--- src/txpe_pkg.sv ---
// Constants shared by the transmit parity check and line encoder.
// Assumes a single 250 MHz clock; one character every ten clock cycles.
package txpe_pkg;

    // Three-level pin coding used by the mode and parity control inputs
    localparam logic [1:0] LVL_L = 2'h0;
    localparam logic [1:0] LVL_M = 2'h1;
    localparam logic [1:0] LVL_H = 2'h2;

    // Character timing: one serial bit per clock, ten bits per character
    localparam int CHAR_CYCLES = 10;
    localparam logic [3:0] CNT_LAST = 4'h9;
    localparam logic [3:0] CNT_LOAD = 4'h8;

    // Register map (byte addresses)
    localparam logic [7:0] ADR_CTRL = 8'h00;
    localparam logic [7:0] ADR_STATUS = 8'h04;
    localparam logic [7:0] ADR_ERRCNT = 8'h08;
    localparam logic [1:0] CTRL_RST = 2'h0;
    localparam int CTRL_BIST_BIT = 0;
    localparam int CTRL_FILL_BIT = 1;

    // Fixed characters; VIOL_STR is written a..j, left bit sent first
    localparam logic [9:0] VIOL_STR = 10'h278;
    localparam logic [7:0] K28_5 = 8'hBC;
    localparam logic [4:0] K28_X = 5'h1C;
    localparam logic [5:0] K28_6B = 6'h0F;
    localparam logic [3:0] WS_REMAIN = 4'hF;
    localparam logic [8:0] LFSR_SEED = 9'h1FF;

    // 5b/6b codes, negative running disparity form, a..i with a as MSB
    localparam logic [5:0] TAB6 [32] = '{
        6'h27, 6'h1D, 6'h2D, 6'h31, 6'h35, 6'h29, 6'h19, 6'h38,
        6'h39, 6'h25, 6'h15, 6'h34, 6'h0D, 6'h2C, 6'h1C, 6'h17,
        6'h1B, 6'h23, 6'h13, 6'h32, 6'h0B, 6'h2A, 6'h1A, 6'h3A,
        6'h33, 6'h26, 6'h16, 6'h36, 6'h0E, 6'h2E, 6'h1E, 6'h2B};
    // 3b/4b codes, negative running disparity form, f..j with f as MSB
    localparam logic [3:0] TAB4 [8] = '{
        4'hB, 4'h9, 4'h5, 4'hC, 4'hD, 4'hA, 4'h6, 4'hE};
    localparam logic [3:0] A7_4B = 4'h7;
    // Second special-code table: inputs 08..0B name the x.7 specials
    localparam logic [7:0] SPEC_TAB2 [4] = '{8'hF7, 8'hFB, 8'hFD, 8'hFE};

    typedef enum logic [1:0] {
        TXPE_CH_DATA = 2'b00,
        TXPE_CH_FILL = 2'b01,
        TXPE_CH_SPEC = 2'b10,
        TXPE_CH_WSYNC = 2'b11
    } txpe_char_e;

    typedef enum logic [1:0] {
        TXPE_WS_IDLE = 2'b00,
        TXPE_WS_ATOMIC = 2'b01,
        TXPE_WS_INTR = 2'b10
    } txpe_ws_e;

endpackage
--- src/txpe_encoder.sv ---
// Transmit parity check, 8B/10B encoder and serial shifter.
// Assumes host inputs synchronous to clock_in and held while tx_load_out.
//
// Implementation choices: the placing of the registers and the Wishbone slave port.
`timescale 1ns/1ps

// Contract
// RQ1: Odd parity checking with the extra parity bit works in every mode.
// RQ2: Parity middle with encoder on checks data bits and parity bit only.
// RQ3: Parity high encoded, or middle bypassed, also checks both control bits.
// RQ4: Parity control low disables all parity checking.
// RQ5: Parity is good only when the XOR of checked bits is one.
// RQ6: Encoded parity error sends the violation symbol with correct disparity; the code sends K28.5 in atomic word sync and sequence data in self test.
// RQ7: Bypass parity error sends the fixed positive violation pattern; the code sends the negative form rev10(VIOL_STR) whatever rd is.
// RQ8: Every detected parity error shows on the transmit error flag; the code holds the flag low during atomic word sync and self test.
// RQ9: Each character and control bits become one ten-bit character.
// RQ10: Phase-align buffer error forces the violation symbol; the code sends the self-test sequence instead while self test is on.
// RQ11: Self test takes characters from a 511-long sequence.
// RQ12: K28.5 goes out as single fill or in a 16-long word sync.
// RQ13: Encoded mode uses special rules for specials, data rules otherwise.
// RQ14: Two separate non-overlapping special-code tables are accepted.
// RQ15: Characters are shifted out least significant bit first.
// RQ16: Two three-level mode inputs choose among nine transmit modes.
// RQ17: Modes three to eight each map select and control bits differently.
// RQ18: Bypass passes the ten captured bits unchanged as plain data.
// RQ19: Bypass maps data 0..7 to a,b,c,d,e,i,f,g, control to h,j.
// RQ20: Bypass ignores special select; all clockings read data alike.
// RQ21: Host avoids the two factory test modes in normal use.
// RQ22: Parity bit is captured with each character, used per parity control.
// RQ23: Input register takes eight data and two control bits per character.
// RQ24: Running disparity is kept across characters and picks each form.
module txpe_encoder (
    // Clock and reset
    input wire logic clock_in,
    input wire logic sys_rst_in,
    // Host character interface
    input wire logic [7:0] tx_data_in,
    input wire logic [1:0] tx_control_in,
    input wire logic special_char_select_in,
    input wire logic tx_odd_parity_bit_in,
    output logic tx_load_out,
    // Three-level configuration pins
    input wire logic [1:0] parity_check_control_in,
    input wire logic [3:0] tx_mode_select_in,
    // Phase-align buffer status
    input wire logic phase_align_err_in,
    // Towards the line
    output logic [9:0] tx_char_out,
    output logic tx_char_valid_out,
    output logic serial_out,
    output logic tx_error_flag_out,
    // Wishbone slave
    input wire logic wb_cyc_in,
    input wire logic wb_stb_in,
    input wire logic wb_we_in,
    input wire logic [7:0] wb_adr_in,
    input wire logic [3:0] wb_sel_in,
    input wire logic [31:0] wb_dat_in,
    output logic [31:0] wb_dat_out,
    output logic wb_ack_out
);

    // ------------------------------------------------------------
    // Code helpers
    // ------------------------------------------------------------
    function automatic logic [9:0] rev10(input logic [9:0] s);
        logic [9:0] r;
        r = '0;
        for (int i = 0; i < 10; i++) begin
            r[i] = s[9 - i];
        end
        return r;
    endfunction

    // Returns {running disparity after, code with bit 0 sent first}
    function automatic logic [10:0] enc_core(input logic [4:0] x,
        input logic [5:0] s, input logic [2:0] y, input logic is_k,
        input logic rd);
        logic [5:0] s6;
        logic [3:0] f4;
        logic r6;
        logic ro;
        logic a7;
        s6 = s;
        r6 = rd;
        if ($countones(s) != 3) begin
            if (rd) s6 = ~s;
            r6 = ~rd;
        end else if (!is_k && x == 5'h07 && rd) begin
            s6 = ~s;
        end
        // Alternate x.7 avoids a run of five in the e,i,f,g,h region
        a7 = (y == 3'h7) && (is_k ||
            (!r6 && (x == 5'h11 || x == 5'h12 || x == 5'h14)) ||
            (r6 && (x == 5'h0B || x == 5'h0D || x == 5'h0E)));
        f4 = a7 ? txpe_pkg::A7_4B : txpe_pkg::TAB4[y];
        ro = r6;
        if ($countones(f4) != 2) begin
            if (r6) f4 = ~f4;
            ro = ~r6;
        end else if (y == 3'h3 && r6) begin
            f4 = ~f4;
        end
        return {ro, rev10({s6, f4})};
    endfunction

    function automatic logic [10:0] enc_d(input logic [7:0] v,
        input logic rd);
        return enc_core(v[4:0], txpe_pkg::TAB6[v[4:0]], v[7:5], 1'b0, rd);
    endfunction

    // Specials are built in negative form and inverted whole when positive
    function automatic logic [10:0] enc_k(input logic [7:0] v,
        input logic rd);
        logic [10:0] c;
        c = enc_core(v[4:0], (v[4:0] == txpe_pkg::K28_X) ?
            txpe_pkg::K28_6B : txpe_pkg::TAB6[v[4:0]], v[7:5], 1'b1, 1'b0);
        return {c[10] ^ rd, rd ? ~c[9:0] : c[9:0]};
    endfunction

    // {valid, special code}; the two input tables never share a code
    function automatic logic [8:0] spec_map(input logic [7:0] v);
        logic [4:0] x;
        x = v[4:0];
        if (x == txpe_pkg::K28_X) begin
            return {1'b1, v};
        end else if (v[7:5] == 3'h7 && (x == 5'h17 || x == 5'h1B ||
                x == 5'h1D || x == 5'h1E)) begin
            return {1'b1, v};
        end else if (v[7:3] == 5'h00) begin
            return {1'b1, v[2:0], txpe_pkg::K28_X};
        end else if (v[7:2] == 6'h02) begin
            return {1'b1, txpe_pkg::SPEC_TAB2[v[1:0]]};
        end else begin
            return {1'b0, v};
        end
    endfunction

    // ------------------------------------------------------------
    // State
    // ------------------------------------------------------------
    logic [3:0] char_cnt;
    logic enc_go;
    logic [7:0] cap_data;
    logic [1:0] cap_ctl;
    logic cap_special_char_select;
    logic cap_op;
    logic [1:0] cap_pc;
    logic [3:0] cap_mode;
    logic rd;
    logic [8:0] lfsr;
    logic [3:0] ws_cnt;
    logic [9:0] shreg;
    logic [1:0] ctrl;
    logic [15:0] err_cnt;
    txpe_pkg::txpe_ws_e ws_state;
    txpe_pkg::txpe_ws_e next_ws;
    txpe_pkg::txpe_char_e kind;
    logic enc_on;
    logic atomic_on;
    logic chk_all;
    logic perr;
    logic [8:0] spec;
    logic [10:0] k285;
    logic [9:0] viol;
    logic [10:0] fresh_code;
    logic fresh_err;
    logic fresh_ws;
    logic [10:0] next_code;
    logic next_err;
    logic [3:0] next_cnt;
    logic [8:0] next_lfsr;
    logic wb_req;

    // ------------------------------------------------------------
    // Character timing and input register
    // ------------------------------------------------------------
    always_ff @(posedge clock_in) begin
        if (sys_rst_in) begin
            char_cnt <= 4'h0;
            tx_load_out <= 1'b0;
            enc_go <= 1'b0;
        end else begin
            char_cnt <= (char_cnt == txpe_pkg::CNT_LAST) ? 4'h0 :
                char_cnt + 4'h1;
            tx_load_out <= (char_cnt == txpe_pkg::CNT_LOAD);
            enc_go <= tx_load_out;
        end
    end

    always_ff @(posedge clock_in) begin
        if (sys_rst_in) begin
            cap_data <= 8'h00;
            cap_ctl <= 2'h0;
            cap_special_char_select <= 1'b0;
            cap_op <= 1'b1;
            cap_pc <= txpe_pkg::LVL_L;
            cap_mode <= 4'h0;
        end else if (tx_load_out) begin
            cap_data <= tx_data_in; // RQ23
            cap_ctl <= tx_control_in; // RQ23
            cap_special_char_select <= special_char_select_in;
            cap_op <= tx_odd_parity_bit_in; // RQ22
            cap_pc <= parity_check_control_in;
            cap_mode <= tx_mode_select_in;
        end
    end

    // ------------------------------------------------------------
    // Parity check and character selection
    // ------------------------------------------------------------
    // Test modes LM and LH behave as bypass
    assign enc_on = (cap_mode[3:2] != txpe_pkg::LVL_L); // RQ16 RQ21
    assign atomic_on = (cap_mode[3:2] == txpe_pkg::LVL_M); // RQ16
    assign chk_all = cap_pc[1] || !enc_on; // RQ3
    assign perr = (cap_pc != txpe_pkg::LVL_L) && // RQ1 RQ4
        ((^cap_data ^ cap_op ^ (chk_all ? ^cap_ctl : 1'b0)) != 1'b1); // RQ2 RQ5

    always_comb begin
        spec = spec_map(cap_data); // RQ14
        k285 = enc_k(txpe_pkg::K28_5, rd);
        viol = rd ? ~rev10(txpe_pkg::VIOL_STR) : rev10(txpe_pkg::VIOL_STR);
        kind = txpe_pkg::TXPE_CH_DATA;
        case (cap_mode[1:0]) // RQ17
            txpe_pkg::LVL_L: begin
                if (cap_ctl == 2'h3) kind = txpe_pkg::TXPE_CH_WSYNC;
                else if (cap_ctl[0]) kind = cap_special_char_select ?
                    txpe_pkg::TXPE_CH_SPEC : txpe_pkg::TXPE_CH_FILL;
            end
            txpe_pkg::LVL_M: begin
                if (cap_ctl[0] && cap_special_char_select) kind = txpe_pkg::TXPE_CH_WSYNC;
                else if (cap_ctl[0]) kind = cap_ctl[1] ?
                    txpe_pkg::TXPE_CH_SPEC : txpe_pkg::TXPE_CH_FILL;
            end
            default: begin
                kind = txpe_pkg::txpe_char_e'(cap_ctl);
            end
        endcase
        fresh_err = 1'b0;
        fresh_ws = 1'b0;
        // Bypass: bit order a,b,c,d,e,i,f,g,h,j equals the input order
        fresh_code = {rd, cap_ctl, cap_data}; // RQ18 RQ19 RQ20
        if (perr) begin
            fresh_err = 1'b1; // RQ8
            fresh_code = enc_on ? {rd, viol} : // RQ6
                {rd, rev10(txpe_pkg::VIOL_STR)}; // RQ7
        end else if (!enc_on) begin
            fresh_code = {rd, cap_ctl, cap_data}; // RQ18
        end else if (ctrl[txpe_pkg::CTRL_FILL_BIT]) begin
            fresh_code = k285;
        end else begin
            case (kind) // RQ9 RQ13
                txpe_pkg::TXPE_CH_DATA: fresh_code = enc_d(cap_data, rd);
                txpe_pkg::TXPE_CH_FILL: fresh_code = k285; // RQ12
                txpe_pkg::TXPE_CH_SPEC: fresh_code = spec[8] ?
                    enc_k(spec[7:0], rd) : {rd, viol};
                default: begin
                    fresh_code = k285; // RQ12
                    fresh_ws = 1'b1;
                end
            endcase
        end
    end

    // ------------------------------------------------------------
    // Word sync, self test and error overrides
    // ------------------------------------------------------------
    always_comb begin
        next_ws = ws_state;
        next_cnt = ws_cnt;
        next_lfsr = lfsr;
        next_code = fresh_code;
        next_err = fresh_err;
        if (ctrl[txpe_pkg::CTRL_BIST_BIT]) begin
            next_code = enc_d(lfsr[7:0], rd); // RQ11
            next_err = 1'b0;
            next_lfsr = {lfsr[7:0], lfsr[8] ^ lfsr[4]}; // RQ11
            next_ws = txpe_pkg::TXPE_WS_IDLE;
        end else if (phase_align_err_in) begin
            next_code = {rd, viol}; // RQ10
            next_err = 1'b1;
            next_ws = txpe_pkg::TXPE_WS_IDLE;
        end else begin
            case (ws_state)
                txpe_pkg::TXPE_WS_ATOMIC: begin
                    // Input register and parity ignored until the end
                    next_code = k285; // RQ12
                    next_err = 1'b0;
                    next_cnt = ws_cnt - 4'h1;
                    if (ws_cnt == 4'h1) next_ws = txpe_pkg::TXPE_WS_IDLE;
                end
                txpe_pkg::TXPE_WS_INTR: begin
                    if (cap_ctl == 2'h0 && !perr) begin
                        next_code = k285; // RQ12
                        next_cnt = ws_cnt - 4'h1;
                        if (ws_cnt == 4'h1) next_ws = txpe_pkg::TXPE_WS_IDLE;
                    end else if (fresh_ws) begin
                        next_ws = txpe_pkg::TXPE_WS_INTR;
                        next_cnt = txpe_pkg::WS_REMAIN;
                    end else begin
                        next_ws = txpe_pkg::TXPE_WS_IDLE;
                    end
                end
                default: begin
                    if (fresh_ws) begin
                        next_ws = atomic_on ? txpe_pkg::TXPE_WS_ATOMIC :
                            txpe_pkg::TXPE_WS_INTR;
                        next_cnt = txpe_pkg::WS_REMAIN;
                    end
                end
            endcase
        end
    end

    always_ff @(posedge clock_in) begin
        if (sys_rst_in) begin
            ws_state <= txpe_pkg::TXPE_WS_IDLE;
            ws_cnt <= 4'h0;
            lfsr <= txpe_pkg::LFSR_SEED;
        end else if (enc_go) begin
            ws_state <= next_ws;
            ws_cnt <= next_cnt;
            lfsr <= next_lfsr;
        end
    end

    // ------------------------------------------------------------
    // Output character, disparity and shifter
    // ------------------------------------------------------------
    always_ff @(posedge clock_in) begin
        if (sys_rst_in) begin
            tx_char_out <= 10'h000;
            tx_char_valid_out <= 1'b0;
            tx_error_flag_out <= 1'b0;
            rd <= 1'b0;
        end else begin
            tx_char_valid_out <= enc_go;
            if (enc_go) begin
                tx_char_out <= next_code[9:0]; // RQ9
                tx_error_flag_out <= next_err; // RQ8
                rd <= next_code[10]; // RQ24
            end
        end
    end

    always_ff @(posedge clock_in) begin
        if (sys_rst_in) begin
            shreg <= 10'h000;
            serial_out <= 1'b0;
        end else if (enc_go) begin
            serial_out <= next_code[0]; // RQ15
            shreg <= {1'b0, next_code[9:1]};
        end else begin
            serial_out <= shreg[0]; // RQ15
            shreg <= {1'b0, shreg[9:1]};
        end
    end

    // ------------------------------------------------------------
    // Wishbone registers
    // ------------------------------------------------------------
    assign wb_req = wb_cyc_in && wb_stb_in && !wb_ack_out;

    always_ff @(posedge clock_in) begin
        if (sys_rst_in) begin
            wb_ack_out <= 1'b0;
            wb_dat_out <= 32'h0000_0000;
        end else begin
            wb_ack_out <= wb_req;
            if (wb_req && !wb_we_in) begin
                if (wb_adr_in == txpe_pkg::ADR_CTRL) begin
                    wb_dat_out <= {30'h0000_0000, ctrl};
                end else if (wb_adr_in == txpe_pkg::ADR_STATUS) begin
                    wb_dat_out <= {28'h000_0000, ws_state != txpe_pkg::
                        TXPE_WS_IDLE, phase_align_err_in, rd,
                        tx_error_flag_out};
                end else if (wb_adr_in == txpe_pkg::ADR_ERRCNT) begin
                    wb_dat_out <= {16'h0000, err_cnt};
                end else begin
                    wb_dat_out <= 32'h0000_0000;
                end
            end
        end
    end

    always_ff @(posedge clock_in) begin
        if (sys_rst_in) begin
            ctrl <= txpe_pkg::CTRL_RST;
        end else if (wb_req && wb_we_in && wb_sel_in[0] &&
                wb_adr_in == txpe_pkg::ADR_CTRL) begin
            ctrl <= wb_dat_in[1:0];
        end
    end

    // A parity error in the clearing cycle counts as the first new one
    always_ff @(posedge clock_in) begin
        if (sys_rst_in) begin
            err_cnt <= 16'h0000;
        end else if (enc_go && fresh_err && next_err) begin
            if (wb_req && wb_we_in && wb_adr_in == txpe_pkg::ADR_ERRCNT)
                err_cnt <= 16'h0001;
            else if (err_cnt != 16'hFFFF)
                err_cnt <= err_cnt + 16'h0001;
        end else if (wb_req && wb_we_in &&
                wb_adr_in == txpe_pkg::ADR_ERRCNT) begin
            err_cnt <= 16'h0000;
        end
    end

    logic plain_go;
    assign plain_go = enc_go && !ctrl[txpe_pkg::CTRL_BIST_BIT] &&
        !phase_align_err_in && ws_state == txpe_pkg::TXPE_WS_IDLE;
endmodule

--- config.mk ---
export PLATFORM = sky130hd
export DESIGN_NAME = txpe_encoder
export DESIGN_NICKNAME = d
export VERILOG_FILES = /design/src/txpe_pkg.sv /design/src/txpe_encoder.sv
export SDC_FILE = /design/constraint.sdc
export NUM_CORES = 1
export LEC_CHECK = 0
export BUFFER_PORTS_ARGS = -buffer_cell sky130_fd_sc_hd__buf_2
export CAP_MARGIN = 5
export CORE_MARGIN = 4
export CORE_UTILIZATION = 50
export CTS_CLUSTER_SIZE = 8
export DETAILED_ROUTE_END_ITERATION = 6
export GPL_TIMING_DRIVEN = 0
export PLACE_DENSITY = 0.71
export SYNTH_ARGS = -nofsm -noshare
export SYNTH_HDL_FRONTEND = slang
export SYNTH_SLANG_ARGS = --single-unit
export TNS_END_PERCENT = 100
--- constraint.sdc ---
create_clock -name clock_in -period 12.9 [get_ports clock_in]
set_input_delay 0.645 -clock clock_in [delete_from_list [all_inputs] [get_ports clock_in]]
set_output_delay 0.645 -clock clock_in [all_outputs]
set_load 0.02 [all_outputs]
==> key figures, run 1 <==
Layout
  – Fillers: 1,467
  – Final core utilization: 0.5758
  – Final Net Count: 1,218
  – Final Instance Area: 0.008818 mm2
  – Area Overhead vs Synth: 12.05%
  – ANT cells: 0
  – Layout cells sized above 1: 0.1268

Floorplan
  – Initial Util: 0.5139
  – Io pins: 115
  – Die Ht: 133.5 um
  – Total core area: 0.01531 mm2
  – Die Area: 0.01781 mm2
  – Row count: 45
  – Die Wd: 133.5 um

Critical path
  – Family with the most delay on the worst path: adder cells
  – Crit-path slowest cell: dfxtp_1
  – Reg2reg end: tx_char_out[6]
  – Crit Path Max Fanout: 11
  – CP Data Required Time: 13.16 ns
  – CP Depth: 29
  – Crit path largest cell delay: 0.69 ns
  – Worst Reg-to-Reg Cells: 29
  – Reg2reg start: cap_data[0]
  – Worst setup path end: tx_char_out[6]
  – Most used cell, CP: inv_1
  – Worst Path Buf+Inv: 6
  – CP endpoint kind: flip-flop
  – CP arrival: 7.88 ns
  – Flop2flop setup slack: 5.28 ns
  – CP startpoint: cap_data[0]
  – CP Launch Type: flip-flop
  – Crit Path Class: flip-flop to flip-flop

Worst hold path
  – Hold crit path type: flip-flop to flip-flop
  – Hold path cells: 2

Placed design
  – I/O Buffers: 65
  – Pre-CTS setup slack: 5.377 ns
  – Dpl cell area: 0.008516 mm2
  – Gpl congestion: 0.9421
  – DP HPWL: 16.97 mm

Clock tree
  – Hold Buf Count CTS: 0
  – CTS Buffer Depth: 2
  – Quantity of gates resized following cts: 0
  – Post-CTS setup buffer count: 0
  – Clock latency at the later pin of the worst-skew pair: 0.35 ns
  – H-Tree Depth: 3
  – Clock sinks: 97
  – CTS Buf Count: 9
  – Clk slew on worst S/H paths: 0.07 ns
  – Root Driver: clkbuf_16
  – TritonCTS clock tree: done

Timing
  – Final setup fails: 0
  – Fmax: 131.2 MHz
  – Max_slew headroom: 0.2431
  – Max Transition Viols Final: 0
  – Setup TNS: 0 ns
  – Smallest setup slack after layout: 5.279 ns
  – Hold Violations, Final: 0
  – Clock skew: 0.006554 ns
  – Worst-Margin Slew: 1.127 ns
  – Tmin final: 7.621 ns
  – Fin crit share: 0.5908
  – Unrepaired setup endpoints after global routing: false

Synthesis
  – Syn. warnings: 0
  – Sequential share of the synthesized area: 0.2467
  – Synth Area in Simple Gates: 0.2202
  – Most frequent cell after synthesis: nor2_1
  – Compound-Gate Fraction of Synth Area: 0.2488
  – Cells after Synth: 1,000
  – Mux contribution to synthesized area: 0.05405
  – Flop and latch count out of synthesis: 97
  – Top cells by count, synth: nor2_1 (116), dfxtp_1 (97), nand2_1 (95)
  – Synth Area in XOR/XNOR: 0.05278
  – Async SR Flop Fraction: 0
  – Netlist cell types: 97
  – Syn Area/Cell: 7.870 um2
  – Post-synth EDFFs: 0
  – Adder-Cell Fraction of Synth Area: 0.1091
  – Top cells by area, synth: dfxtp_1 (25%), ha_1 (7.5%), nor2_1 (5.5%)
  – Post-synth top area share: 0.2467
  – Synthesized area: 0.007870 mm2
  – Main combinational cell family by area after synthesis: compound AO/OA/AOI/OAI gates
  – Top_reg_cell synth: dfxtp_1
  – Area leader, netlist: dfxtp_1

Detailed routing
  – First-pass DRT Iterations: 5
  – Via-to-Cell Ratio: 5.858
  – Initial DRC count: 557
  – Vias: 7,657
  – ANT nets after route: 0
  – DR WL/cell: 17.01 um
  – Final WL: 22.23 mm
  – Post-route DRC: 0

Run
  – Maxcap violations: 0

Global route
  – GRT overflow: 0
  – Total GRT Usage: 0.2426
  – Largest net degree at the start of global routing: 18
  – Vias in the first global route: 7,042
  – First-pass GRT wire length: 36.02 mm
  – Initial antenna violation count: 0

Run status
  – Outcome: finished, final reports clean

Power and ir drop
  – PwrDens: 70.14 mW/mm2
  – Peak VDD IR: 0.00005456 V
  – P_leak: 3.664 nW
==> layer usage <==
layer	global-route usage	vias up	routed length [um]
li1	-	3740	-
met1	0.3230	3643	9960
met2	0.4114	235	10790
met3	0.02832	39	992
met4	0.07771	0	488
met5	0	-	0
==> worst min path at each step <==
| stage | from | end | slack (ns) |
|---|---|---|---|
| floorplan | shreg[1] | shreg[0] | 0.39 |
| global placement | shreg[1] | shreg[0] | 0.40 |
| detailed placement | shreg[1] | shreg[0] | 0.40 |
| CTS | shreg[1] | shreg[0] | 0.42 |
| global route | shreg[4] | shreg[3] | 0.44 |
| finish | shreg[4] | shreg[3] | 0.42 |
==> tightest hold or removal path, cell delays in order, from the launching register on <==
cell	delay, ns
dfxtp_1	0.31
nand2_1	0.04
nand2_1	0.04
==> cell families (layout without fill, tap and decap cells) <==
| logic type | Yosys count | count (layout) |
|---|---|---|
| fa+ha+maj | 62 | 62 |
| xor+xnor | 44 | 44 |
| other cells | 1 | 16 |
| flops | 97 | 97 |
| mux | 42 | 42 |
| simple gates | 352 | 352 |
| compound gates | 282 | 282 |
| buf+inv | 120 | 201 |
==> through the flow <==
step / total power [mW] / std cells / hold slack (ns)
detailed placement: 0.3450 / 1291 / 0.4044
CTS: 0.6207 / 1307 / 0.4215
finish: 0.6186 / 1307 / 0.4183
global route: 0.6361 / 1307 / 0.4384
global placement: 0.3446 / 1291 / 0.3981
floorplan: 0.3324 / 1015 / 0.3918
==> where the power goes <==
part / switching [mW] / internal, mW
Combinational: 0.0229 / 0.0143
Sequential: 0.00114 / 0.300
Clock: 0.126 / 0.154
Total: 0.150 / 0.468
==> placed cells by master (no fill, tap or decap), drive strengths merged, types with 5 or more instances in the layout <==
| master | n |
|---|---|
| a221oi | 9 |
| nand4 | 13 |
| clkbuf | 47 |
| buf | 94 |
| nand2b | 13 |
| o21ai | 68 |
| nor3 | 16 |
| dfxtp | 97 |
| ha | 47 |
| xor2 | 21 |
| inv | 55 |
| mux2i | 38 |
| or2 | 5 |
| nand2 | 95 |
| o21bai | 5 |
| and2 | 10 |
| nand3b | 6 |
| o31ai | 9 |
| a211o | 5 |
| a31oi | 15 |
| nand3 | 32 |
| a21o | 11 |
| o211ai | 13 |
| a211oi | 12 |
| and3 | 8 |
| a21oi | 59 |
| xnor2 | 21 |
| o22ai | 8 |
| conb | 16 |
| nor2 | 118 |
| fa | 12 |
| a22oi | 21 |
| nor3b | 5 |
| nor2b | 11 |
==> state kept, by name, summed over array words and instances (netlist names), 8 cells and up <==
name / count
wb_dat_out: 16
tx_char_out: 10
err_cnt: 16
cap_data: 8
lfsr: 9
shreg: 9
==> final cells by class <==
| cell class | instances | area, um2 | area share |
|---|---|---|---|
| repair buffers | 65 | 325.3 | 0.03689 |
| plain buffers | 66 | 331.6 | 0.03760 |
| flip-flops and latches | 97 | 1942 | 0.2202 |
| inverters | 54 | 202.7 | 0.02299 |
| well taps | 211 | 264.0 | 0.02994 |
| multi-input cells | 798 | 5450 | 0.6180 |
| clock buffers | 10 | 229.0 | 0.02596 |
| clock inverters | 6 | 73.82 | 0.008371 |
Power figures use the tool's default switching activity.
==> inputs of run 2 (changes only) <==
--- a/config.mk
+++ b/config.mk
@@ -12,7 +12,7 @@
 export CTS_CLUSTER_SIZE = 8
 export DETAILED_ROUTE_END_ITERATION = 6
 export GPL_TIMING_DRIVEN = 0
-export PLACE_DENSITY = 0.71
+export PLACE_DENSITY = 0.74
 export SYNTH_ARGS = -nofsm -noshare
 export SYNTH_HDL_FRONTEND = slang
 export SYNTH_SLANG_ARGS = --single-unit
==> constraint.sdc (replaced) <==
create_clock -name clock_in -period 7 [get_ports clock_in]
set_input_delay 0.35 -clock clock_in [delete_from_list [all_inputs] [get_ports clock_in]]
set_output_delay 0.35 -clock clock_in [all_outputs]
set_load 0.02 [all_outputs]
==> key figures, run 2 (synthesized netlist as in run 1, its figures left out) <==
Run status
  – Outcome: finished, final reports clean (unchanged)

Critical path
  – CP Launch Type: flip-flop (unchanged)
  – Crit Path Class: flip-flop to flip-flop (unchanged)
  – CP Data Required Time: 7.26 ns (was 13.16 ns)
  – CP endpoint kind: flip-flop (unchanged)
  – Crit Path Max Fanout: 5 (was 11)
  – CP arrival: 6.96 ns (was 7.88 ns)

Power and ir drop
  – Peak VDD IR: 0.0001431 V (was 0.00005456 V)
  – PwrDens: 125.4 mW/mm2 (was 70.14 mW/mm2)
  – Post-layout power: 1.129 mW (was 0.6186 mW)
  – P_leak: 3.748 nW (was 3.664 nW)

Global route
  – GRT overflow: 0 (unchanged)
  – Vias in the first global route: 7,143 (was 7,042)
  – Total GRT Usage: 0.2401 (was 0.2426)
  – Largest net degree at the start of global routing: 18 (unchanged)
  – Initial antenna violation count: 0 (unchanged)
  – First-pass GRT wire length: 35.76 mm (was 36.02 mm)

Run
  – Maxcap violations: 0 (unchanged)

Placed design
  – Cells after DPL: 1,291 (unchanged)
  – Pre-CTS setup slack: -0.6685 ns (was 5.377 ns)
  – Gpl congestion: 0.9215 (was 0.9421)
  – DP HPWL: 16.64 mm (was 16.97 mm)
  – I/O Buffers: 65 (unchanged)

Clock tree
  – CTS Buf Count: 9 (unchanged)
  – H-Tree Depth: 3 (unchanged)
  – Root Driver: clkbuf_16 (unchanged)
  – Clock sinks: 97 (unchanged)
  – TritonCTS clock tree: done (unchanged)
  – Clk slew on worst S/H paths: 0.07 ns (about the same)
  – Clock latency at the later pin of the worst-skew pair: 0.35 ns (about the same)
  – Hold Buf Count CTS: 0 (unchanged)
  – CTS Buffer Depth: 2 (unchanged)

Layout
  – Fin cells: 1,313 (was 1,307)
  – ANT cells: 0 (unchanged)
  – Final Net Count: 1,225 (was 1,218)
  – Most frequent cells in the layout: nor2_1 (116), nand2_1 (95), dfxtp_1 (95), buf_2 (71), a21oi_1 (55) (was nor2_1 (116), dfxtp_1 (97), nand2_1 (95), buf_2 (72), a21oi_1 (57))
  – Largest registers: err_cnt x16, wb_dat_out x16, tx_char_out x10 (unchanged)
  – Most common cell after layout, fill and taps aside: nor2_1 (unchanged)
  – Final core utilization: 0.5881 (was 0.5758)
  – Area Overhead vs Synth: 14.44% (was 12.05%)
  – Layout cells sized above 1: 0.1588 (was 0.1268)

Timing
  – Fin crit share: 0.9568 (was 0.5908)
  – Final setup fails: 0 (unchanged)
  – Smallest setup slack after layout: 0.3022 ns (was 5.279 ns)
  – Worst-Margin Slew: 1.131 ns (was 1.127 ns)
  – Max_slew headroom: 0.2399 (was 0.2431)
  – Hold Violations, Final: 0 (unchanged)
  – Setup TNS: 0 ns (unchanged)
  – Max Transition Viols Final: 0 (unchanged)
  – Tmin final: 6.698 ns (was 7.621 ns)
  – Fmax: 149.3 MHz (was 131.2 MHz)
  – Clock skew: 0.009785 ns (was 0.006554 ns)

Detailed routing
  – Via-to-Cell Ratio: 5.861 (was 5.858)
  – First-pass DRT Iterations: 5 (unchanged)
  – Vias: 7,695 (was 7,657)
  – Final WL: 22.06 mm (was 22.23 mm)
  – Post-route DRC: 0 (unchanged)
  – Initial DRC count: 532 (was 557)
  – ANT nets after route: 0 (unchanged)
  – DR WL/cell: 16.80 um (was 17.01 um)

Floorplan
  – Initial Util: 0.5139 (unchanged)
  – Die Wd: 133.5 um (unchanged)
  – Total core area: 0.01531 mm2 (unchanged)
  – Die Area: 0.01781 mm2 (unchanged)
  – Io pins: 115 (unchanged)
  – Die Ht: 133.5 um (unchanged)
  – Row count: 45 (unchanged)

Worst hold path
  – Hold crit path type: primary input to flip-flop (was flip-flop to flip-flop)
## run 2: final timing paths
path	start	endpoint	slack, ns	cells after the start
max	cap_data[1]	shreg[5]	0.30	27
max reg2reg	cap_data[1]	shreg[5]	0.30	27
min reg2reg	shreg[1]	shreg[0]	0.42	2
min	tx_odd_parity_bit_in	cap_op	0.24	3
## run 2: timing repair
item                                    CTS  global route
setup buffers                             1            10
endpoints found under the setup margin    9             9
resized for setup                        10            33
pin swaps                                 1             7
## run 2: final cells by class
type	instances	area, um2
clock buffer	9	225.2
tap	211	264.0
clock inverter	6	73.82
inverter	54	202.7
timing repair buffer	76	407.9
multi-input combinational	798	5553
buffer	62	330.3
fill	1468	6309
sequential	97	1949
## run 2: per-layer routing
metal | part of all wire | vias to the layer above | routed length, um | GRT usage
met3 | 0.049 | 30 | 1072 | 0.02644
met5 | 0 | - | 0 | 0
met2 | 0.48 | 236 | 10690 | 0.4114
met4 | 0.017 | 0 | 371 | 0.06629
li1 | - | 3759 | - | -
met1 | 0.45 | 3670 | 9920 | 0.3217
## run 2: stage by stage
stage | cell area (um2) | hold WS, ns
detailed placement | 8516 | 0.4045
global route | 9006 | 0.2266
finish | 9006 | 0.2390
global placement | 8516 | 0.3968
floorplan | 7926 | 0.3918
CTS | 8857 | 0.2309
## run 2: power by group
part           switching (mW)  leakage (nW)  internal [mW]
clock                   0.226         0.140          0.280
combinational          0.0418          2.82         0.0266
sequential            0.00185         0.784          0.553
## run 2: critical path, cell delays in order, from the launching register on
cell      delay, ns
dfxtp_4        0.37
inv_1          0.15
ha_2           0.33
nand2b_1       0.08
a311oi_1       0.10
a311o_1        0.39
fa_1           0.50
inv_1          0.06
fa_1           0.53
inv_1          0.04
ha_1           0.18
inv_1          0.07
fa_1           0.41
nand3b_1       0.25
xnor2_2        0.25
mux2i_2        0.33
o21ai_2        0.14
fa_1           0.49
ha_1           0.21
ha_1           0.27
nor3b_4        0.24
o21ai_1        0.12
nand2_1        0.12
xor2_1         0.17
o21ai_0        0.14
a211oi_2       0.28
o21bai_2       0.14
a211oi_2       0.25
==> inputs of run 3 (changes only) <==
--- a/config.mk
+++ b/config.mk
@@ -7,6 +7,7 @@
 export LEC_CHECK = 0
 export BUFFER_PORTS_ARGS = -buffer_cell sky130_fd_sc_hd__buf_2
 export CAP_MARGIN = 5
+export CORE_ASPECT_RATIO = 1.75
 export CORE_MARGIN = 4
 export CORE_UTILIZATION = 50
 export CTS_CLUSTER_SIZE = 8
==> key figures, run 3 (synthesized netlist as in run 1, its figures left out) <==
Run status
  – Outcome: finished, final reports clean (unchanged)

Placed design
  – I/O Buffers: 65 (unchanged)
  – Dpl cell area: 0.008484 mm2 (was 0.008516 mm2)
  – DP HPWL: 17.98 mm (was 16.64 mm)
  – Gpl congestion: 1.018 (was 0.9215)

Critical path
  – Crit path largest cell delay: 0.54 ns (was 0.53 ns)
  – CP endpoint kind: flip-flop (unchanged)
  – Crit Path Class: flip-flop to flip-flop (unchanged)
  – CP arrival: 6.96 ns (about the same)
  – CP Launch Type: flip-flop (unchanged)
  – CP Data Required Time: 7.27 ns (was 7.26 ns)
  – Crit Path Max Fanout: 9 (was 5)
  – Crit-path slowest cell: fa_1 (unchanged)

Global route
  – Largest net degree at the start of global routing: 19 (was 18)
  – Vias in the first global route: 7,512 (was 7,143)
  – Initial antenna violation count: 0 (unchanged)
  – Total GRT Usage: 0.2515 (was 0.2401)
  – First-pass GRT wire length: 36.21 mm (was 35.76 mm)
  – GRT overflow: 0 (unchanged)

Layout
  – Multi-input logic area: 0.005554 mm2 (was 0.005553 mm2)
  – Register area: 0.001949 mm2 (unchanged)
  – Layout cells sized above 1: 0.1603 (was 0.1588)
  – Largest registers: err_cnt x16, wb_dat_out x16, tx_char_out x10 (unchanged)
  – Most common cell after layout, fill and taps aside: nor2_1 (unchanged)
  – Final core utilization: 0.5839 (was 0.5881)
  – Fillers: 1,450 (was 1,468)
  – Most frequent cells in the layout: nor2_1 (116), nand2_1 (95), dfxtp_1 (95), buf_2 (71), a21oi_1 (56) (was nor2_1 (116), nand2_1 (95), dfxtp_1 (95), buf_2 (71), a21oi_1 (55))
  – ANT cells: 0 (unchanged)
  – Final Net Count: 1,226 (was 1,225)
  – Final Instance Area: 0.008986 mm2 (was 0.009006 mm2)
  – Area Overhead vs Synth: 14.18% (was 14.44%)

Power and ir drop
  – Peak VDD IR: 0.0001626 V (was 0.0001431 V)
  – P_leak: 3.758 nW (was 3.748 nW)
  – PwrDens: 124.2 mW/mm2 (was 125.4 mW/mm2)

Detailed routing
  – Via-to-Cell Ratio: 5.967 (was 5.861)
  – DR WL/cell: 17.64 um (was 16.80 um)
  – ANT nets after route: 0 (unchanged)
  – First-pass DRT Iterations: 6 (was 5)
  – Post-route DRC: 0 (unchanged)
  – Final WL: 22.75 mm (was 22.06 mm)
  – Vias: 7,697 (was 7,695)
  – Initial DRC count: 551 (was 532)

Timing
  – Final setup fails: 0 (unchanged)
  – Setup TNS: 0 ns (unchanged)
  – Max_slew headroom: 0.2112 (was 0.2399)
  – Max Transition Viols Final: 0 (unchanged)
  – Worst-Margin Slew: 1.174 ns (was 1.131 ns)
  – Final hold slack: 0.2314 ns (was 0.2390 ns)
  – Tmin final: 6.693 ns (was 6.698 ns)
  – Clock skew: 0.01354 ns (was 0.009785 ns)
  – Hold Violations, Final: 0 (unchanged)
  – Fmax: 149.4 MHz (was 149.3 MHz)
  – Fin crit share: 0.9562 (was 0.9568)

Floorplan
  – Io pins: 115 (unchanged)
  – Total core area: 0.01539 mm2 (was 0.01531 mm2)
  – Die Wd: 102.8 um (was 133.5 um)
  – Die Area: 0.01789 mm2 (was 0.01781 mm2)
  – Initial Util: 0.5114 (was 0.5139)
  – Die Ht: 174.0 um (was 133.5 um)
  – Row count: 60 (was 45)

Clock tree
  – CTS Buffer Depth: 2 (unchanged)
  – TritonCTS clock tree: done (unchanged)
  – Root Driver: clkbuf_16 (unchanged)
  – Clock sinks: 97 (unchanged)
  – Hold Buf Count CTS: 0 (unchanged)
  – Clock latency at the later pin of the worst-skew pair: 0.35 ns (about the same)
  – CTS Buf Count: 9 (unchanged)
  – H-Tree Depth: 3 (unchanged)
  – Clk slew on worst S/H paths: 0.08 ns (was 0.07 ns)

Worst hold path
  – Hold crit path type: primary input to flip-flop (unchanged)

Run
  – Maxcap violations: 0 (unchanged)
-- run 3: path summary, 6_finish.rpt --
check	startpoint	end	depth (start not counted)	slack, ns
worst min register to register	shreg[1]	shreg[0]	2	0.43
worst max register to register	cap_data[1]	tx_char_out[7]	30	0.31
worst max-delay path	cap_data[1]	tx_char_out[7]	30	0.31
worst min-delay path	tx_data_in[4]	cap_data[4]	3	0.23
-- run 3: where the power goes --
group	switching (mW)	internal, mW
clock network	0.235	0.259
registers	0.00212	0.552
logic	0.0413	0.0266
total	0.278	0.838
-- run 3: routing by layer --
| metal | up-vias | routed length (um) | global-route usage |
|---|---|---|---|
| met4 | 0 | 1289 | 0.1421 |
| met2 | 258 | 12470 | 0.4733 |
| met5 | - | 0 | 0 |
| li1 | 3755 | - | - |
| met3 | 88 | 870 | 0.02289 |
| met1 | 3596 | 8125 | 0.2602 |
-- run 3: cell type report --
cell class | instances | share of cell area
clock inverters | 6 | 0.006405
clock buffers | 10 | 0.02659
repair buffers | 77 | 0.04623
plain buffers | 62 | 0.03690
flip-flops and latches | 97 | 0.2169
well taps | 186 | 0.02590
inverters | 54 | 0.02297
multi-input cells | 798 | 0.6181
-- run 3: stage by stage --
step | power (mW) | instances | setup WS (ns)
after global routing | 1.148 | 1290 | -0.03824
after CTS | 1.122 | 1283 | 0.009715
after global placement | 0.6343 | 1266 | -0.6724
final | 1.116 | 1290 | 0.3066
after detailed placement | 0.6353 | 1266 | -0.7413
after floorplan | 0.6125 | 1015 | 0.4442
-- run 3: repair_timing --
item	4_1_cts	5_1_grt
resized for setup	13	27
pin swaps	1	3
setup buffers	1	11
endpoints found under the setup margin	9	9
-- run 3: critical path, delay by kind of cell (launching register included) --
kind	cells	cell delay, ns
AND/OR/NAND/NOR	5	1.02
multiplexers	1	0.30
XOR/XNOR	1	0.22
flip-flops	1	0.41
AO/OA/AOI/OAI	8	1.24
adder cells (fa/ha/maj)	8	2.70
buffers and inverters	7	0.73
